==> config.mk <==
export PLATFORM = sky130hd
export DESIGN_NAME = xds_core
export DESIGN_NICKNAME = d
export VERILOG_FILES = /design/src/core/xds_pkg.sv /design/src/core/xds_if.sv /design/src/core/page_xlate.sv /design/src/core/stack_check.sv /design/src/core/xds_core.sv
export VERILOG_INCLUDE_DIRS = /design/src /design/src/core
export SDC_FILE = /design/constraint.sdc
export NUM_CORES = 1
export LEC_CHECK = 0
export BUFFER_PORTS_ARGS = -buffer_cell sky130_fd_sc_hd__clkbuf_2
export CAP_MARGIN = 40
export CORE_MARGIN = 5
export CORE_UTILIZATION = 40
export DETAILED_ROUTE_END_ITERATION = 10
export PLACE_DENSITY = 0.68
export SYNTH_ARGS = -nofsm -noshare
export SYNTH_HDL_FRONTEND = slang
export SYNTH_HIERARCHICAL = 1
export SYNTH_SLANG_ARGS = --single-unit
==> constraint.sdc <==
create_clock -name mclk -period 6.95 [get_ports mclk]
set_clock_uncertainty 0.1 [all_clocks]
set_input_delay 0.695 -clock mclk [delete_from_list [all_inputs] [get_ports mclk]]
set_output_delay 0.695 -clock mclk [all_outputs]
set_load 0.02 [all_outputs]
==> src/core/xds_map.svh <==
// register offsets, field layout, reset values and timing counts of the extended data block
// ====================================================================
// What this block does
// - write in window: address is write page low 9 bits over offset 15 bits
// - page registers never move by themselves when a pointer wraps
// - a write to the extended space completes in one cycle
// - read-modify-write takes its page from the read page; never under repeat
// - addresses below 0x8000 ignore both pages and go straight through
// - window access with page 0x000 is suppressed and raises address error
// - each page selects one 32 Kbyte region; page 0x001 starts at 0x008000
// - external memory region may begin at extended address 0x008000
// - stack grows upward: push stores then adds two, pop subtracts then reads
// - call push zero-fills the upper byte of the pushed high word
// - exception push puts status low byte into the high word's upper byte
// - stack limit is not reset and its bit 0 always reads zero
// - stack address above the limit traps; equal to limit does not
// - stack address below 0x0800 raises a stack error trap
// - only addresses with bit 15 set are window accesses with translation
// - read in window with read page bit 9 clear uses read page low 9 bits
// - each extended read adds one cycle, so it takes two at least
`ifndef XDS_MAP_SVH
`define XDS_MAP_SVH
`define OFF_WPAGE     8'h00
`define OFF_RPAGE     8'h04
`define OFF_STK_LIM   8'h08
`define OFF_SP        8'h0C
`define OFF_STAT_LO   8'h10
`define OFF_LAST      8'h14
`define WPAGE_W       9
`define RPAGE_W       10
`define RPAGE_PSV_BIT 9
`define WIN_BIT       15
`define OFS_W         15
`define SFR_TOP       16'h0800
`define EXT_BASE      24'h008000
`define SP_STEP       16'h0002
`define WPAGE_RST     9'h001
`define RPAGE_RST     10'h001
`define SP_RST        16'h0800
`define STAT_LO_RST   8'h00
`define EXT_RD_WAIT   1
`endif

==> src/core/xds_pkg.sv <==
// types shared by the extended data block
`default_nettype none
package xds_pkg;
  typedef enum logic [2:0] {
    ST_IDLE = 3'h1,
    ST_RDW  = 3'h2,
    ST_PHI  = 3'h4
  } state_t;
  typedef enum logic [2:0] {
    OP_RD   = 3'h0,
    OP_WR   = 3'h1,
    OP_RMWW = 3'h2,
    OP_PUSH = 3'h3,
    OP_POP  = 3'h4,
    OP_CALL = 3'h5,
    OP_EXC  = 3'h6
  } op_t;
endpackage
`default_nettype wire

==> src/core/xds_if.sv <==
// carrier between the core and its translator and stack checker
`default_nettype none
`include "xds_map.svh"
interface xds_if;
  logic [15:0]           ea;
  logic                  use_rpage;
  logic                  sp_based;
  logic [`WPAGE_W-1:0]   wpage;
  logic [`RPAGE_W-1:0]   rpage;
  logic [15:0]           stk_lim;
  logic [23:0]           xaddr;
  logic                  win;
  logic                  pg_zero;
  logic                  psv;
  logic                  lim_err;
  logic                  udf_err;
  modport core (output ea, use_rpage, sp_based, wpage, rpage, stk_lim,
                input xaddr, win, pg_zero, psv, lim_err, udf_err);
  modport xlt  (input ea, use_rpage, wpage, rpage, output xaddr, win, pg_zero, psv);
  modport chk  (input ea, sp_based, stk_lim, output lim_err, udf_err);
endinterface
`default_nettype wire

==> src/core/page_xlate.sv <==
// page translation of a 16-bit effective address into the 24-bit space
`default_nettype none
`include "xds_map.svh"
module page_xlate (
  xds_if.xlt x
);
  logic [`WPAGE_W-1:0] page;
  // pick page, flag window, page zero and program-space reads
  always_comb begin
    page = x.use_rpage ? x.rpage[`WPAGE_W-1:0] : x.wpage;
    x.win = x.ea[`WIN_BIT];
    x.psv = x.win && x.use_rpage && x.rpage[`RPAGE_PSV_BIT];
    if (x.use_rpage) begin
      x.pg_zero = x.win && (x.rpage == 10'h000);
    end else begin
      x.pg_zero = x.win && (x.wpage == 9'h000);
    end
    if (x.win) begin
      x.xaddr = {page, x.ea[`OFS_W-1:0]};
    end else begin
      x.xaddr = {8'h00, x.ea};
    end
  end
endmodule // page_xlate
`default_nettype wire

==> src/core/stack_check.sv <==
// limit and underflow check of stack-pointer-based addresses
`default_nettype none
`include "xds_map.svh"
module stack_check (
  xds_if.chk x
);
  // compare every stack-based address against limit and sfr floor
  always_comb begin
    x.lim_err = x.sp_based && (x.ea > x.stk_lim);
    x.udf_err = x.sp_based && (x.ea < `SFR_TOP);
  end
endmodule // stack_check
`default_nettype wire

==> src/core/xds_core.sv <==
// extended data address generation, stack handling and apb registers
//
// The implementer's own choices: the placing of the registers and the APB slave port.
`default_nettype none
`include "xds_map.svh"
module xds_core #(
  parameter logic [23:0] EXT_BASE = `EXT_BASE
) (
  input  wire logic          mclk,
  input  wire logic          sys_rst,
  input  wire logic [7:0]    paddr,
  input  wire logic          psel,
  input  wire logic          penable,
  input  wire logic          pwrite,
  input  wire logic [31:0]   pwdata,
  output logic [31:0]        prdata,
  output logic               pready,
  output logic               pslverr,
  input  wire logic          op_valid,
  input  wire xds_pkg::op_t  op_kind,
  input  wire logic [15:0]   op_ea,
  input  wire logic          op_sp,
  input  wire logic [15:0]   op_data,
  input  wire logic [23:0]   op_pc,
  output logic               op_ready,
  output logic               bus_valid,
  output logic               bus_we,
  output logic [23:0]        bus_addr,
  output logic [15:0]        bus_wdata,
  output logic               bus_ext,
  output logic               addr_err_trap,
  output logic               stack_err_trap,
  output logic               psv_req
);

  // ==================================================================
  // state
  logic [`WPAGE_W-1:0]  wpage_q;
  logic [`RPAGE_W-1:0]  rpage_q;
  logic [15:0]          stk_lim_q;
  logic [15:0]          sp_q;
  logic [15:0]          sp_d;
  logic [7:0]           stat_lo_q;
  logic [23:0]          last_q;
  xds_pkg::state_t      st_q;
  xds_pkg::state_t      st_d;
  logic                 op_ready_q;
  logic                 bus_valid_q;
  logic                 bus_we_q;
  logic                 bus_ext_q;
  logic [23:0]          bus_addr_q;
  logic [15:0]          bus_wdata_q;
  logic [23:0]          hold_q;
  logic [15:0]          hi_q;
  logic                 addr_err_q;
  logic                 stack_err_q;
  logic                 psv_q;
  logic                 pready_q;
  logic                 pslverr_q;
  logic [31:0]          prdata_q;

  // ==================================================================
  // decode of the request
  logic                 take;
  logic                 pc_push;
  logic                 is_push;
  logic                 is_pop;
  logic                 is_rd;
  logic [15:0]          ea_cur;
  logic                 stk_bad;
  logic                 ok_take;
  logic                 fire;
  logic                 f_we;
  logic [23:0]          f_addr;
  logic [15:0]          f_data;
  logic                 trap_a;
  logic                 trap_s;
  logic                 psv_d;
  logic                 hold_ld;
  logic                 apb_wr;
  logic                 apb_setup;
  logic [31:0]          rd_word;
  logic                 mapped;

  xds_if x ();

  page_xlate u_xlt (
    .x (x)
  );

  stack_check u_chk (
    .x (x)
  );

  // request classes
  assign take    = op_valid && op_ready_q;
  assign pc_push = (op_kind == xds_pkg::OP_CALL) || (op_kind == xds_pkg::OP_EXC);
  assign is_push = (op_kind == xds_pkg::OP_PUSH) || pc_push;
  assign is_pop  = (op_kind == xds_pkg::OP_POP);
  assign is_rd   = (op_kind == xds_pkg::OP_RD) || is_pop;

  // effective address: pointer for push and pc push, pointer minus two for pop, caller address otherwise
  always_comb begin
    if (st_q == xds_pkg::ST_PHI) begin
      ea_cur = sp_q;
    end else if (is_pop) begin
      ea_cur = sp_q - `SP_STEP;
    end else if (is_push) begin
      ea_cur = sp_q;
    end else begin
      ea_cur = op_ea;
    end
  end

  // feed translator and checker
  assign x.ea        = ea_cur;
  assign x.use_rpage = (st_q != xds_pkg::ST_PHI) &&
                       (is_rd || (op_kind == xds_pkg::OP_RMWW));
  assign x.sp_based  = (st_q == xds_pkg::ST_PHI) || is_push || is_pop || op_sp;
  assign x.wpage     = wpage_q;
  assign x.rpage     = rpage_q;
  assign x.stk_lim   = stk_lim_q;
  assign stk_bad     = x.lim_err || x.udf_err;
  assign ok_take     = take && !x.pg_zero && !stk_bad && !x.psv;

  // ==================================================================
  // sequencer: issue, read overhead, second word of pc push
  always_comb begin
    fire    = 1'b0;
    f_we    = 1'b0;
    f_addr  = x.xaddr;
    f_data  = op_data;
    st_d    = st_q;
    sp_d    = sp_q;
    trap_a  = 1'b0;
    trap_s  = 1'b0;
    psv_d   = 1'b0;
    hold_ld = 1'b0;
    case (st_q)
      xds_pkg::ST_IDLE: begin
        if (take) begin
          if (x.pg_zero || stk_bad) begin
            trap_a = x.pg_zero;
            trap_s = stk_bad;
          end else if (x.psv) begin
            psv_d = 1'b1;
          end else begin
            if (is_push) begin
              sp_d = sp_q + `SP_STEP;
            end else if (is_pop) begin
              sp_d = sp_q - `SP_STEP;
            end
            if (is_rd && x.win) begin
              st_d    = xds_pkg::ST_RDW;
              hold_ld = 1'b1;
            end else begin
              fire = 1'b1;
              f_we = !is_rd;
              if (pc_push) begin
                f_data = op_pc[15:0];
                st_d   = xds_pkg::ST_PHI;
              end
            end
          end
        end
      end
      xds_pkg::ST_RDW: begin
        fire   = 1'b1;
        f_addr = hold_q;
        st_d   = xds_pkg::ST_IDLE;
      end
      xds_pkg::ST_PHI: begin
        st_d = xds_pkg::ST_IDLE;
        if (x.pg_zero || stk_bad) begin
          trap_a = x.pg_zero;
          trap_s = stk_bad;
        end else begin
          fire   = 1'b1;
          f_we   = 1'b1;
          f_data = hi_q;
          sp_d   = sp_q + `SP_STEP;
        end
      end
      default: begin
        st_d = xds_pkg::ST_IDLE;
      end
    endcase
  end

  // state and acceptance
  always_ff @(posedge mclk) begin
    if (sys_rst) begin
      st_q       <= xds_pkg::ST_IDLE;
      op_ready_q <= 1'b0;
    end else begin
      st_q       <= st_d;
      op_ready_q <= (st_d == xds_pkg::ST_IDLE);
    end
  end

  // held read address and high word of a pc push
  always_ff @(posedge mclk) begin
    if (sys_rst) begin
      hold_q <= 24'h000000;
      hi_q   <= 16'h0000;
    end else begin
      if (hold_ld) begin
        hold_q <= x.xaddr;
      end
      if (take && (st_q == xds_pkg::ST_IDLE) && pc_push) begin
        if (op_kind == xds_pkg::OP_EXC) begin
          hi_q <= {stat_lo_q, op_pc[23:16]};
        end else begin
          hi_q <= {8'h00, op_pc[23:16]};
        end
      end
    end
  end

  // memory bus outputs; region split passes pages through unchecked
  always_ff @(posedge mclk) begin
    if (sys_rst) begin
      bus_valid_q <= 1'b0;
      bus_we_q    <= 1'b0;
      bus_addr_q  <= 24'h000000;
      bus_wdata_q <= 16'h0000;
      bus_ext_q   <= 1'b0;
      last_q      <= 24'h000000;
    end else begin
      bus_valid_q <= fire;
      if (fire) begin
        bus_we_q    <= f_we;
        bus_addr_q  <= f_addr;
        bus_wdata_q <= f_data;
        bus_ext_q   <= (f_addr >= EXT_BASE);
        last_q      <= f_addr;
      end
    end
  end

  // one-cycle trap and program-space requests
  always_ff @(posedge mclk) begin
    if (sys_rst) begin
      addr_err_q  <= 1'b0;
      stack_err_q <= 1'b0;
      psv_q       <= 1'b0;
    end else begin
      addr_err_q  <= trap_a;
      stack_err_q <= trap_s;
      psv_q       <= psv_d;
    end
  end

  // ==================================================================
  // apb slave
  assign apb_setup = psel && !penable;
  assign apb_wr    = psel && penable && pready_q && pwrite;

  // read mux and address decode
  always_comb begin
    mapped  = 1'b1;
    rd_word = 32'h00000000;
    if (paddr == `OFF_WPAGE) begin
      rd_word = {23'h000000, wpage_q};
    end else if (paddr == `OFF_RPAGE) begin
      rd_word = {22'h000000, rpage_q};
    end else if (paddr == `OFF_STK_LIM) begin
      rd_word = {16'h0000, stk_lim_q[15:1], 1'b0};
    end else if (paddr == `OFF_SP) begin
      rd_word = {16'h0000, sp_q};
    end else if (paddr == `OFF_STAT_LO) begin
      rd_word = {24'h000000, stat_lo_q};
    end else if (paddr == `OFF_LAST) begin
      rd_word = {8'h00, last_q};
    end else begin
      mapped = 1'b0;
    end
  end

  // answer in the first access cycle
  always_ff @(posedge mclk) begin
    if (sys_rst) begin
      pready_q  <= 1'b0;
      pslverr_q <= 1'b0;
      prdata_q  <= 32'h00000000;
    end else begin
      pready_q  <= apb_setup;
      pslverr_q <= apb_setup && !mapped;
      if (apb_setup && !pwrite) begin
        prdata_q <= rd_word;
      end
    end
  end

  // page registers change only by software writes
  always_ff @(posedge mclk) begin
    if (sys_rst) begin
      wpage_q <= `WPAGE_RST;
      rpage_q <= `RPAGE_RST;
      stat_lo_q <= `STAT_LO_RST;
    end else if (apb_wr) begin
      if (paddr == `OFF_WPAGE) begin
        wpage_q <= pwdata[`WPAGE_W-1:0];
      end else if (paddr == `OFF_RPAGE) begin
        rpage_q <= pwdata[`RPAGE_W-1:0];
      end else if (paddr == `OFF_STAT_LO) begin
        stat_lo_q <= pwdata[7:0];
      end
    end
  end

  // stack limit carries no reset value
  always_ff @(posedge mclk) begin
    if (apb_wr && (paddr == `OFF_STK_LIM)) begin
      stk_lim_q <= {pwdata[15:1], 1'b0};
    end
  end

  // stack pointer: software write wins over a stack step
  always_ff @(posedge mclk) begin
    if (sys_rst) begin
      sp_q <= `SP_RST;
    end else if (apb_wr && (paddr == `OFF_SP)) begin
      sp_q <= {pwdata[15:1], 1'b0};
    end else begin
      sp_q <= sp_d;
    end
  end

  // outputs straight from flops
  assign prdata         = prdata_q;
  assign pready         = pready_q;
  assign pslverr        = pslverr_q;
  assign op_ready       = op_ready_q;
  assign bus_valid      = bus_valid_q;
  assign bus_we         = bus_we_q;
  assign bus_addr       = bus_addr_q;
  assign bus_wdata      = bus_wdata_q;
  assign bus_ext        = bus_ext_q;
  assign addr_err_trap  = addr_err_q;
  assign stack_err_trap = stack_err_q;
  assign psv_req        = psv_q;

  // ==================================================================
  // checks
  a_write_one_cycle: assert property (@(posedge mclk) disable iff (sys_rst)
    ok_take && (st_q == xds_pkg::ST_IDLE) &&
    ((op_kind == xds_pkg::OP_WR) || (op_kind == xds_pkg::OP_RMWW))
    |=> bus_valid_q && bus_we_q) else $error("write not issued next cycle");

  a_write_page_join: assert property (@(posedge mclk) disable iff (sys_rst)
    ok_take && (st_q == xds_pkg::ST_IDLE) && (op_kind == xds_pkg::OP_WR) && op_ea[15]
    |=> bus_addr_q == {$past(wpage_q), $past(op_ea[14:0])})
    else $error("write address not joined from write page");

  a_rmw_read_page: assert property (@(posedge mclk) disable iff (sys_rst)
    ok_take && (st_q == xds_pkg::ST_IDLE) && (op_kind == xds_pkg::OP_RMWW) && op_ea[15]
    |=> bus_addr_q[23:15] == $past(rpage_q[8:0]))
    else $error("rmw write did not use read page");

  a_low_direct: assert property (@(posedge mclk) disable iff (sys_rst)
    ok_take && (st_q == xds_pkg::ST_IDLE) && !op_ea[15] &&
    ((op_kind == xds_pkg::OP_RD) || (op_kind == xds_pkg::OP_WR))
    |=> bus_valid_q && (bus_addr_q == {8'h00, $past(op_ea)}))
    else $error("low address was translated");

  a_page_zero_trap: assert property (@(posedge mclk) disable iff (sys_rst)
    take && (st_q == xds_pkg::ST_IDLE) && x.pg_zero
    |=> addr_err_q && !bus_valid_q ##1 !addr_err_q || $past(take))
    else $error("page zero access not trapped");

  a_read_overhead: assert property (@(posedge mclk) disable iff (sys_rst)
    ok_take && (st_q == xds_pkg::ST_IDLE) && (op_kind == xds_pkg::OP_RD) && op_ea[15]
    |=> !bus_valid_q && !op_ready_q ##1 bus_valid_q && !bus_we_q)
    else $error("extended read lacks one overhead cycle");

  a_push_step: assert property (@(posedge mclk) disable iff (sys_rst)
    ok_take && (st_q == xds_pkg::ST_IDLE) && (op_kind == xds_pkg::OP_PUSH) && !apb_wr
    |=> (sp_q == $past(sp_q) + `SP_STEP) && (bus_addr_q[15:0] == $past(sp_q)))
    else $error("push did not store then add two");

  a_call_hi_zero: assert property (@(posedge mclk) disable iff (sys_rst)
    ok_take && (st_q == xds_pkg::ST_IDLE) && (op_kind == xds_pkg::OP_CALL)
    |=> ##1 (bus_valid_q -> (bus_wdata_q[15:8] == 8'h00)))
    else $error("call push high byte not zero");

  a_exc_hi_status: assert property (@(posedge mclk) disable iff (sys_rst)
    ok_take && (st_q == xds_pkg::ST_IDLE) && (op_kind == xds_pkg::OP_EXC)
    |=> ##1 (bus_valid_q -> (bus_wdata_q[15:8] == $past(stat_lo_q, 2))))
    else $error("exception push lacks status byte");

  a_limit_trap: assert property (@(posedge mclk) disable iff (sys_rst)
    take && (st_q == xds_pkg::ST_IDLE) && x.sp_based && (ea_cur > stk_lim_q)
    |=> stack_err_q && !bus_valid_q) else $error("limit overrun not trapped");

  a_underflow_trap: assert property (@(posedge mclk) disable iff (sys_rst)
    take && (st_q == xds_pkg::ST_IDLE) && x.sp_based && (ea_cur < 16'h0800)
    |=> stack_err_q) else $error("stack underflow not trapped");

endmodule // xds_core
`default_nettype wire

-- Word level (Yosys, flattened, before mapping)
Index checks and enable logic that the tools add are counted.
- $add $sub $neg: 2
- order comparisons: 3
- multiplexer cells: 64
- bitwise operators: 4
- reductions and logical operators: 45
- equal/unequal tests: 25
- operators by type and width (operator ; count):
    2-to-1 mux 16 bit ; 17
    2-to-1 mux 24 bit ; 8
    one-hot mux 16 bit (2 select lines) ; 2
    2-to-1 mux 1 bit ; 26
    >= comparator 24 x 16 -> 1 bit, second input constant ; 1
    logical AND 1 bit ; 19
    2-to-1 mux 3 bit ; 6
    adder 16 x 2 -> 16 bit, second input constant ; 1
    equality test 8 x 4 -> 1 bit, second input constant ; 2
    equality test 8 x 5 -> 1 bit, second input constant ; 2
    greater-than comparator 16 bit ; 1
    less-than comparator 16 x 12 -> 1 bit, second input constant ; 1
    subtractor 16 x 2 -> 16 bit, second input constant ; 1
    equality test 3 bit, second input constant ; 4
    AND reduction 6 bit ; 2
    logical NOT 10 bit ; 1
    equality test 3 x 2 -> 1 bit, second input constant ; 3
    logical NOT 9 bit ; 1
    logical OR 1 bit ; 9
    2-to-1 mux 9 bit ; 1
    != test 3 x 2 -> 1 bit, second input constant ; 3
    != test 3 bit, second input constant ; 3
    equality test 8 x 3 -> 1 bit, second input constant ; 1
    logical NOT 8 bit ; 1
    15 further kinds ; 27
- input bits: 106
- register bits: 182
- logic and storage cells: 164
- output and inout port bits: 81

-- Longest topological paths before layout
Gate-level depths: netlist of run 1.
- word-level depth: 14
- mapped depth: 21
- depth with buffers taken out: 17

-- Hierarchy
The synthesis of run 1 kept the hierarchy.
- by module, submodules not included (module ; instances ; sequential area each (sq um) ; cells each ; area each (sq um)):
    xds_core ; 1 ; 3613.5 ; 995 ; 8385.5
    stack_check ; 1 ; 0.0 ; 59 ; 412.9
    page_xlate ; 1 ; 0.0 ; 46 ; 351.6

-- Worst setup path before layout of run 1
OpenSTA, ideal clock, no wires.
- path kind: input-to-reg
- start point: input port op_kind[2]
- end point: register bus_wdata_q[0], in the netlist bus_wdata[0]
- data arrival time: 5005 ps
- slack: 1756 ps
- stages on the path: 21
- required time: 6762 ps
- setup time: 88 ps
- path buffers: 6
- cells stage by stage: buf_2 -> xor2_1 -> a221o_1 -> buf_2 -> buf_2 -> clkbuf_1 -> a21oi_1 -> o22ai_1 -> nor2_1 -> ha_1 -> nand4_1 -> or4_1 -> o21ai_0 -> a31oi_1 -> or4_4 -> or2_1 -> buf_6 -> nor3_4 -> buf_6 -> a22oi_1 -> a311oi_2
- word-level cells in the longest chain between the ends: 13
- elaborated cells on any way between the ends: 42
- classes of those cells: order compare (2); eq/ne (5); mux (17); reduce/logical (18)
- ends and longest elaborated chain (item ; line ; text):
    start, declared ; xds_core.sv:20 ; input wire xds_pkg::op_t op_kind,
    equality test 3 bit ; xds_core.sv:97 ; assign pc_push = (op_kind == xds_pkg::OP_CALL) || (op_kind == xds_pkg::OP_EXC);
    logical OR 1 bit ; xds_core.sv:97 ;
    logical OR 1 bit ; xds_core.sv:98 ; assign is_push = (op_kind == xds_pkg::OP_PUSH) || pc_push;
    2-to-1 mux 16 bit ; xds_core.sv:108 ; end else if (is_push) begin
    2-to-1 mux 16 bit (*) ; xds_core.sv:106 ; end else if (is_pop) begin
    2-to-1 mux 16 bit (*) ; xds_core.sv:104 ; if (st_q == xds_pkg::ST_PHI) begin
    net ea_cur[15] ; xds_core.sv:69 ; logic [15:0] ea_cur;
    greater-than comparator 16 bit (*) ; stack_check.sv:9 ; x.lim_err = x.sp_based && (x.ea > x.stk_lim);
    logical AND 1 bit (*) ; stack_check.sv:9 ;
    net x.lim_err ; xds_if.sv:15 ; logic lim_err;
    logical OR 1 bit (*) ; xds_core.sv:123 ; assign stk_bad = x.lim_err || x.udf_err;
    logical OR 1 bit (*) ; xds_core.sv:142, xds_core.sv:174 ;
    2-to-1 mux 1 bit / 2-to-1 mux 16 bit (equally long branches) ; xds_core.sv:142 ; if (x.pg_zero || stk_bad) begin
    2-to-1 mux 1 bit / 2-to-1 mux 16 bit (equally long branches) ; xds_core.sv:141 ; if (take) begin
    one-hot mux 1 bit (3 select lines) / one-hot mux 16 bit (2 select lines) (equally long branches) ; xds_core.sv:139 ; case (st_q)
    end signal, assigned ; xds_core.sv:234 ; bus_wdata_q <= f_data;
    end, declared ; xds_core.sv:52 ; logic [15:0] bus_wdata_q;
The timed path passes the listed nets; every way through them passes the cells marked *.
A chain may end at the register's enable or synchronous reset.

-- Worst setup path in the final report of run 1
- start point: register sp_q[2]
- end point: register bus_wdata_q[6], in the netlist bus_wdata[6]
- word-level cells in the longest chain between the ends: 10
- elaborated cells on any way between the ends: 28
- classes of those cells: add/sub (1); order compare (2); mux (16); reduce/logical (9)
- ends and longest elaborated chain (item ; line ; text):
    start, declared ; xds_core.sv:41 ; logic [15:0] sp_q;
    start signal, assigned ; xds_core.sv:322 ; sp_q <= `SP_RST;
    start signal, assigned ; xds_core.sv:324 ; sp_q <= {pwdata[15:1], 1'b0};
    start signal, assigned ; xds_core.sv:326 ; sp_q <= sp_d;
    subtractor 16 x 2 -> 16 bit (no source line) (*) ; - ;
    2-to-1 mux 16 bit (*) ; xds_core.sv:106 ;
    2-to-1 mux 16 bit (*) ; xds_core.sv:104 ;
    net ea_cur[11] ; xds_core.sv:69 ;
    greater-than comparator 16 bit (*) ; stack_check.sv:9 ;
    logical AND 1 bit (*) ; stack_check.sv:9 ;
    net x.lim_err ; xds_if.sv:15 ;
    logical OR 1 bit (*) ; xds_core.sv:123 ;
    logical OR 1 bit (*) ; xds_core.sv:142, xds_core.sv:174 ;
    2-to-1 mux 1 bit / 2-to-1 mux 16 bit (equally long branches) ; xds_core.sv:142 ;
    2-to-1 mux 1 bit / 2-to-1 mux 16 bit (equally long branches) ; xds_core.sv:141 ;
    one-hot mux 1 bit (3 select lines) / one-hot mux 16 bit (2 select lines) (equally long branches) ; xds_core.sv:139 ;
Marks and branches as above.

==> results of run 1 <==
cells by family after synthesis:
family                     after synthesis
and+or+nand+nor                        416
AOI/OAI and AO/OA                      283
DFF                                    173
buffers and inverters                  143
muxes                                   62
adders and majority gates               18
xor gates and xnor gates                 4
other                                    1
cell type report:
cell class | instances | area, sq um | area share
inverters | 30 | 113 | 0.0105
clock inverters | 15 | 144 | 0.0134
flip-flops and latches | 173 | 3610 | 0.338
repair buffers | 191 | 1090 | 0.102
well taps | 285 | 357 | 0.0333
multi-input cells | 792 | 4960 | 0.463
clock buffers | 17 | 425 | 0.0397
per-layer routing:
metal  GRT usage  routed length [microns]  vias to the layer above
met4      0.0554                      446                        0
li1            -                        -                     4217
met5           0                        0                        -
met2       0.341                    13100                      379
met1       0.290                    12300                     3965
met3      0.0526                     2510                       27
synthesized netlist by cell type (4+ instances only):
cell	count	area, sq um
nor2_1	118	443
a211oi_1	36	270
inv_1	30	113
o21bai_1	4	30.0
nand4_1	12	75.1
or4_1	6	45.0
a222oi_1	6	60.1
clkbuf_1	69	259
ha_1	18	225
nand3_1	33	165
o22ai_1	16	100
dfxtp_1	158	3160
nor4_1	18	113
nor3b_1	7	52.6
a311oi_1	22	193
nor2b_1	14	87.6
a311oi_2	8	120
edfxtp_1	15	450
a22oi_1	25	188
a2bb2oi_1	7	61.3
o21ai_0	30	150
buf_2	14	70.1
mux2i_1	59	591
nand2_1	132	495
or3_1	15	93.8
nor3_1	19	95.1
a21oi_1	87	435
nand2b_1	5	31.3
buf_4	25	188
and4_1	4	35.0
a31oi_1	9	56.3
and3_1	5	31.3
nand3b_1	5	37.5
sequential cells by signal (all words and copies together), names as in the netlist, 3 cells and up:
signal / flops
wpage_q: 9
bus_wdata: 16
stat_lo_q: 8
hold_q: 24
hi_q: 16
prdata: 24
st_q: 3
bus_addr: 24
sp_q: 15
rpage_q: 10
stk_lim_q: 15
worst max-delay path, stage by stage, from the launching register on:
cell,delay [ps]
dfxtp_1,420
inv_1,130
ha_1,270
or3b_2,510
nor4_1,380
nand2b_1,170
a21oi_1,60
a311oi_1,290
buf_4,190
ha_1,170
nand4_1,150
or4_1,590
o21ai_0,190
a31oi_1,120
or4_4,500
or2_1,360
nor3_4,660
a22oi_1,190
a311oi_1,290
path summary, 6_finish.rpt:
kind	from	to
worst max register to register	sp_q[2]	bus_wdata[6]
worst max-delay path	sp_q[2]	bus_wdata[6]
worst min-delay path	prdata[19]	prdata[19]
worst min register to register	prdata[19]	prdata[19]
placed cells by master, fill, tap and decap left out, types with 4 or more instances in the layout:
cell,n
nand3_1,33
nor4_1,16
nor2_1,118
clkbuf_16,17
nor3b_1,4
nand2b_1,5
a311oi_2,8
o21bai_1,4
dfxtp_1,158
nand3b_1,5
a311oi_1,22
clkbuf_2,161
o21ai_0,29
a222oi_1,6
conb_1,9
and3_1,5
a21oi_1,87
mux2i_1,59
buf_4,24
inv_6,5
nand2_1,132
o22ai_1,16
a211oi_1,36
ha_1,18
edfxtp_1,15
a2bb2oi_1,7
a22oi_1,25
or3_1,15
and4_1,4
or4_1,6
inv_8,4
inv_1,30
nor3_1,17
a31oi_1,9
nand4_1,12
nor2b_1,14
power groups by stage:
stage	clock (mW)	combinational [mW]	sequential, mW
6_report	0.933	0.395	1.07
5_1_grt	0.991	0.433	1.07
4_1_cts	0.946	0.394	1.07
3_5_place_dp	0	0.392	1.09
3_3_place_gp	0	0.379	1.09
2_1_floorplan	0	0.251	1.11
per-stage QoR:
| step | util | worst slack (ps) | instances | power [mW] | area [sq um] |
|---|---|---|---|---|---|
| 2_1_floorplan | - | 1760 | 1108 | 1.36 | 9180 |
| 3_3_place_gp | 0.444 | 854 | 1462 | 1.47 | 10000 |
| 3_5_place_dp | 0.449 | 1040 | 1471 | 1.48 | 10100 |
| 4_1_cts | 0.474 | 1140 | 1503 | 2.41 | 10700 |
| 5_1_grt | 0.474 | 694 | 1503 | 2.50 | 10700 |
| 6_report | 0.474 | 1100 | 1503 | 2.40 | 10700 |
==> results_dict.tcl, run 1 <==
set metrics [dict create \
    dp_hpwl_microns 20800 \
    synth_fa_ha_area_frac 0.0246 \
    post_cts_buffers 0 \
    overflow 0 \
    synth_cell_types 73 \
    yosysWarnings 6 \
    htreeDepth 4 \
    wl_per_cell_microns 18.9 \
    vias 8588 \
    setup_tns_ps 0 \
    critPathRequiredTime_ps 7200 \
    rsz0062_at_grt "false" \
    grt_usage 0.213 \
    synth_top_family_by_area "simple AND/OR/NAND/NOR gates" \
    pwr-share-seq 0.446 \
    fillers 2187 \
    synth.avg_cell_area_sq_um 8.32 \
    synth-async-reset-ratio 0 \
    synthMuxAreaShare 0.0682 \
    worstMarginPinSlew_ps 830 \
    status "completed" \
    synth-main-ff-cell "dfxtp_1" \
    switchingPower_mw 0.737 \
    antenna_found_initial 0 \
    end_kind "flop" \
    p_comb_frac 0.165 \
    drc 0 \
    start_util 0.405 \
    p_clk_frac 0.389 \
    final_nets 1329 \
    insertion_delay_ps 440 \
    dieArea_sq_mm 0.0260 \
    clkSinkCount 173 \
    ys_ff_latch 173 \
    p_int_mw 1.66 \
    cts_root_buffer "clkbuf_16" \
    n_antenna_cell 0 \
    irDropWorstVdd_mv 0.158 \
    p_leak_nw 3.90 \
    hold_viol 0 \
    num_rows 55 \
    synth_xor_area_frac 0.00383 \
    yosysSeqAreaShare 0.395 \
    sw_frac_of_total 0.307 \
    hold_path_class "flop to flop" \
    whs_ps 352 \
    arrival_ps 6100 \
    core_sq_mm 0.0226 \
    syn_inst 1100 \
    drt_iter0_drc 972 \
    slew_viol_final 0 \
    fmax_mhz 171 \
    cts_inserted_buffers 17 \
    maxSlewHeadroom 0.442 \
    r2r_setup_slack_ps 1100 \
    portBuffers 162 \
    holdPathStages 2 \
    io_pins 187 \
    fin_crit_sh 0.842 \
    dieWidth_microns 161 \
    setup_viol 0 \
    holdBufCountCts 0 \
    avgViaCountPerCell 5.71 \
    reg2regPathDepth 18 \
    cap_violations 0 \
    p_per_area_mw_per_mm2 224 \
    grt_max_degree 82 \
    min_period_ps 5850 \
    globalplace.congestion 0.883 \
    grt_pass1_wl_microns 44300 \
    drt-pass1-iter-count 7 \
    synth_edf_count 15 \
    synth_compound_area_frac 0.214 \
    clkSlewWorstSetupHoldPaths_ps 70 \
    die_y_microns 161 \
    critPathKind "flop to flop" \
    ant_nets 0 \
    cts.path.max_buffers 2 \
    tritoncts "built" \
    cts_resized 0 \
    drive_gt1_frac 0.212 \
    start_kind "flop" \
    drt-total-wl_microns 28300 \
    cp_max_fo 18 \
    grt_pass1_vias 7936 \
    synth-simple-area-share 0.221 \
    synth_area_sq_mm 0.00915 \
    syn2layout_area_growth_pct 17.0 \
]
No activity file was read; power rests on OpenSTA's default activity.
==> run 2: changes to the inputs <==
- clock period: 6.95 -> 5.4 ns (I/O delays scaled with it)
==> results_dict.tcl, run 2 (synthesis gave the netlist of run 1 again) <==
set metrics [dict create \
    overflow 0 \
    cts.path.max_buffers 2 \
    vias 8760 \
    p_leak_nw 4.05 \
    cp_max_fo 42 \
    dieArea_sq_mm 0.0260 \
    grt_pass1_wl_microns 44500 \
    start_util 0.405 \
    dieWidth_microns 161 \
    regArea_sq_mm 0.00361 \
    portBuffers 162 \
    worstMarginPinSlew_ps 802 \
    grt_usage 0.214 \
    htreeDepth 4 \
    min_period_ps 5210 \
    p_per_area_mw_per_mm2 287 \
    num_rows 55 \
    hold_path_class "input port to flop" \
    post_cts_buffers 0 \
    setup_slack_ps 188 \
    grt-busiest-layer "met2" \
    grt_max_degree 79 \
    start_kind "flop" \
    setup_tns_ps 0 \
    cts_inserted_buffers 17 \
    drc 0 \
    path_buf_inv 1 \
    critPathSlowestCell "or4_1" \
    final_cell_mix "clkbuf_2, dfxtp_1, nand2_1, nor2_1, a21oi_1" \
    critPathKind "flop to flop" \
    dp_hpwl_microns 21100 \
    die_y_microns 161 \
    wl_per_cell_microns 18.9 \
    core_sq_mm 0.0226 \
    grt_pass1_vias 7988 \
    drt-total-wl_microns 28800 \
    clkSinkCount 173 \
    antenna_found_initial 0 \
    grt_use_met3 0.0546 \
    globalplace.congestion 0.885 \
    crit_family "simple AND/OR/NAND/NOR gates" \
    multi_input_area_sq_mm 0.00498 \
    cts_root_buffer "clkbuf_16" \
    layout_commonest_cell "clkbuf_2" \
    hold_viol 0 \
    avgViaCountPerCell 5.74 \
    grt_use_met1 0.285 \
    cap_violations 0 \
    drt_iter0_drc 840 \
    final_nets 1353 \
    fmax_mhz 192 \
    maxSlewHeadroom 0.465 \
    irDropWorstVdd_mv 0.226 \
    p_total_mw 3.15 \
    syn2layout_area_growth_pct 19.8 \
    insertion_delay_ps 440 \
    fin_crit_sh 0.965 \
    pre_cts_slack_ps 187 \
    fillers 2205 \
    n_antenna_cell 0 \
    clkSlewWorstSetupHoldPaths_ps 70 \
    setup_viol 0 \
    status "completed" \
    critPathRequiredTime_ps 5640 \
    tritoncts "built" \
    end_kind "flop" \
    crit_path_cell_trace "or4_1, or3_1, o31ai_1, a21oi_1, a311oi_2, ha_1, nand4_1, or4_1, o21ai_0, a31oi_1, or4_4, nor3_2, o2bb2ai_4, buf_12, nor2_1, a311oi_2" \
    slew_viol_final 0 \
    grtUsageMet2 0.341 \
    arrival_ps 5450 \
    critPathMaxStageDelay_ps 610 \
    drt-pass1-iter-count 6 \
    io_pins 187 \
    rsz0062_at_grt "false" \
    drive_gt1_frac 0.230 \
    ant_nets 0 \
]
## run 2: changes by cell type in the layout (fill, tap and decap cells not counted), sizes merged
cell,previous run,this run
buf,30,54
clkbuf,178,179
clkinvlp,2,1
## run 2: layout make-up
cell class | count | share of cell area
Multi-Input combinational cell | 792 | 0.455
Inverter | 30 | 0.0103
Clock inverter | 14 | 0.0129
Timing Repair Buffer | 215 | 0.119
Clock buffer | 18 | 0.0411
Sequential cell | 173 | 0.330
Tap cell | 285 | 0.0325
## run 2: per-layer routing
metal / wire [microns] / up-vias
met5: 0 / -
li1: - / 4256
met3: 2730 / 45
met4: 679 / 0
met2: 13000 / 411
met1: 12400 / 4048
## run 2: worst register-to-register path, stage by stage (launching register included)
cell and delay (ps):
dfxtp_1 420, or4_1 580, or3_1 430, o31ai_1 250, a21oi_1 120, a311oi_2 310
ha_1 180, nand4_1 140, or4_1 610, o21ai_0 210, a31oi_1 140, or4_4 500
nor3_2 320, o2bb2ai_4 190, buf_12 240, nor2_1 120, a311oi_2 260
## run 2: repair_timing
action / 4_1_cts / 5_1_grt
setup endpoints to repair: 0 / 72
resized for setup: 0 / 4
hold buffers: 0 / 0
## run 2: worst paths after layout
path              startpoint  cells after the start            end  slack [ps]
setup / recovery     sp_q[2]                     16  bus_wdata[14]         190
hold / removal    pwdata[11]                      1  stk_lim_q[11]         190
setup reg to reg     sp_q[2]                     16  bus_wdata[14]         190
hold reg to reg   prdata[19]                      2     prdata[19]         350
## run 2: per-stage QoR
| stage | std cells | utilization | hold slack (ps) | instance area, sq um |
|---|---|---|---|---|
| after floorplan | 1108 | - | 332 | 9180 |
| after global placement | 1489 | 0.455 | 337 | 10300 |
| after detailed placement | 1495 | 0.458 | 342 | 10300 |
| after CTS | 1527 | 0.485 | 188 | 10900 |
| after global routing | 1527 | 0.486 | 190 | 11000 |
| final | 1527 | 0.486 | 195 | 11000 |
## run 2: power by group
part / internal (mW) / total (mW) / switching (mW)
clock: 0.643 / 1.23 / 0.591
sequential: 1.33 / 1.37 / 0.0371
combinational: 0.210 / 0.543 / 0.332
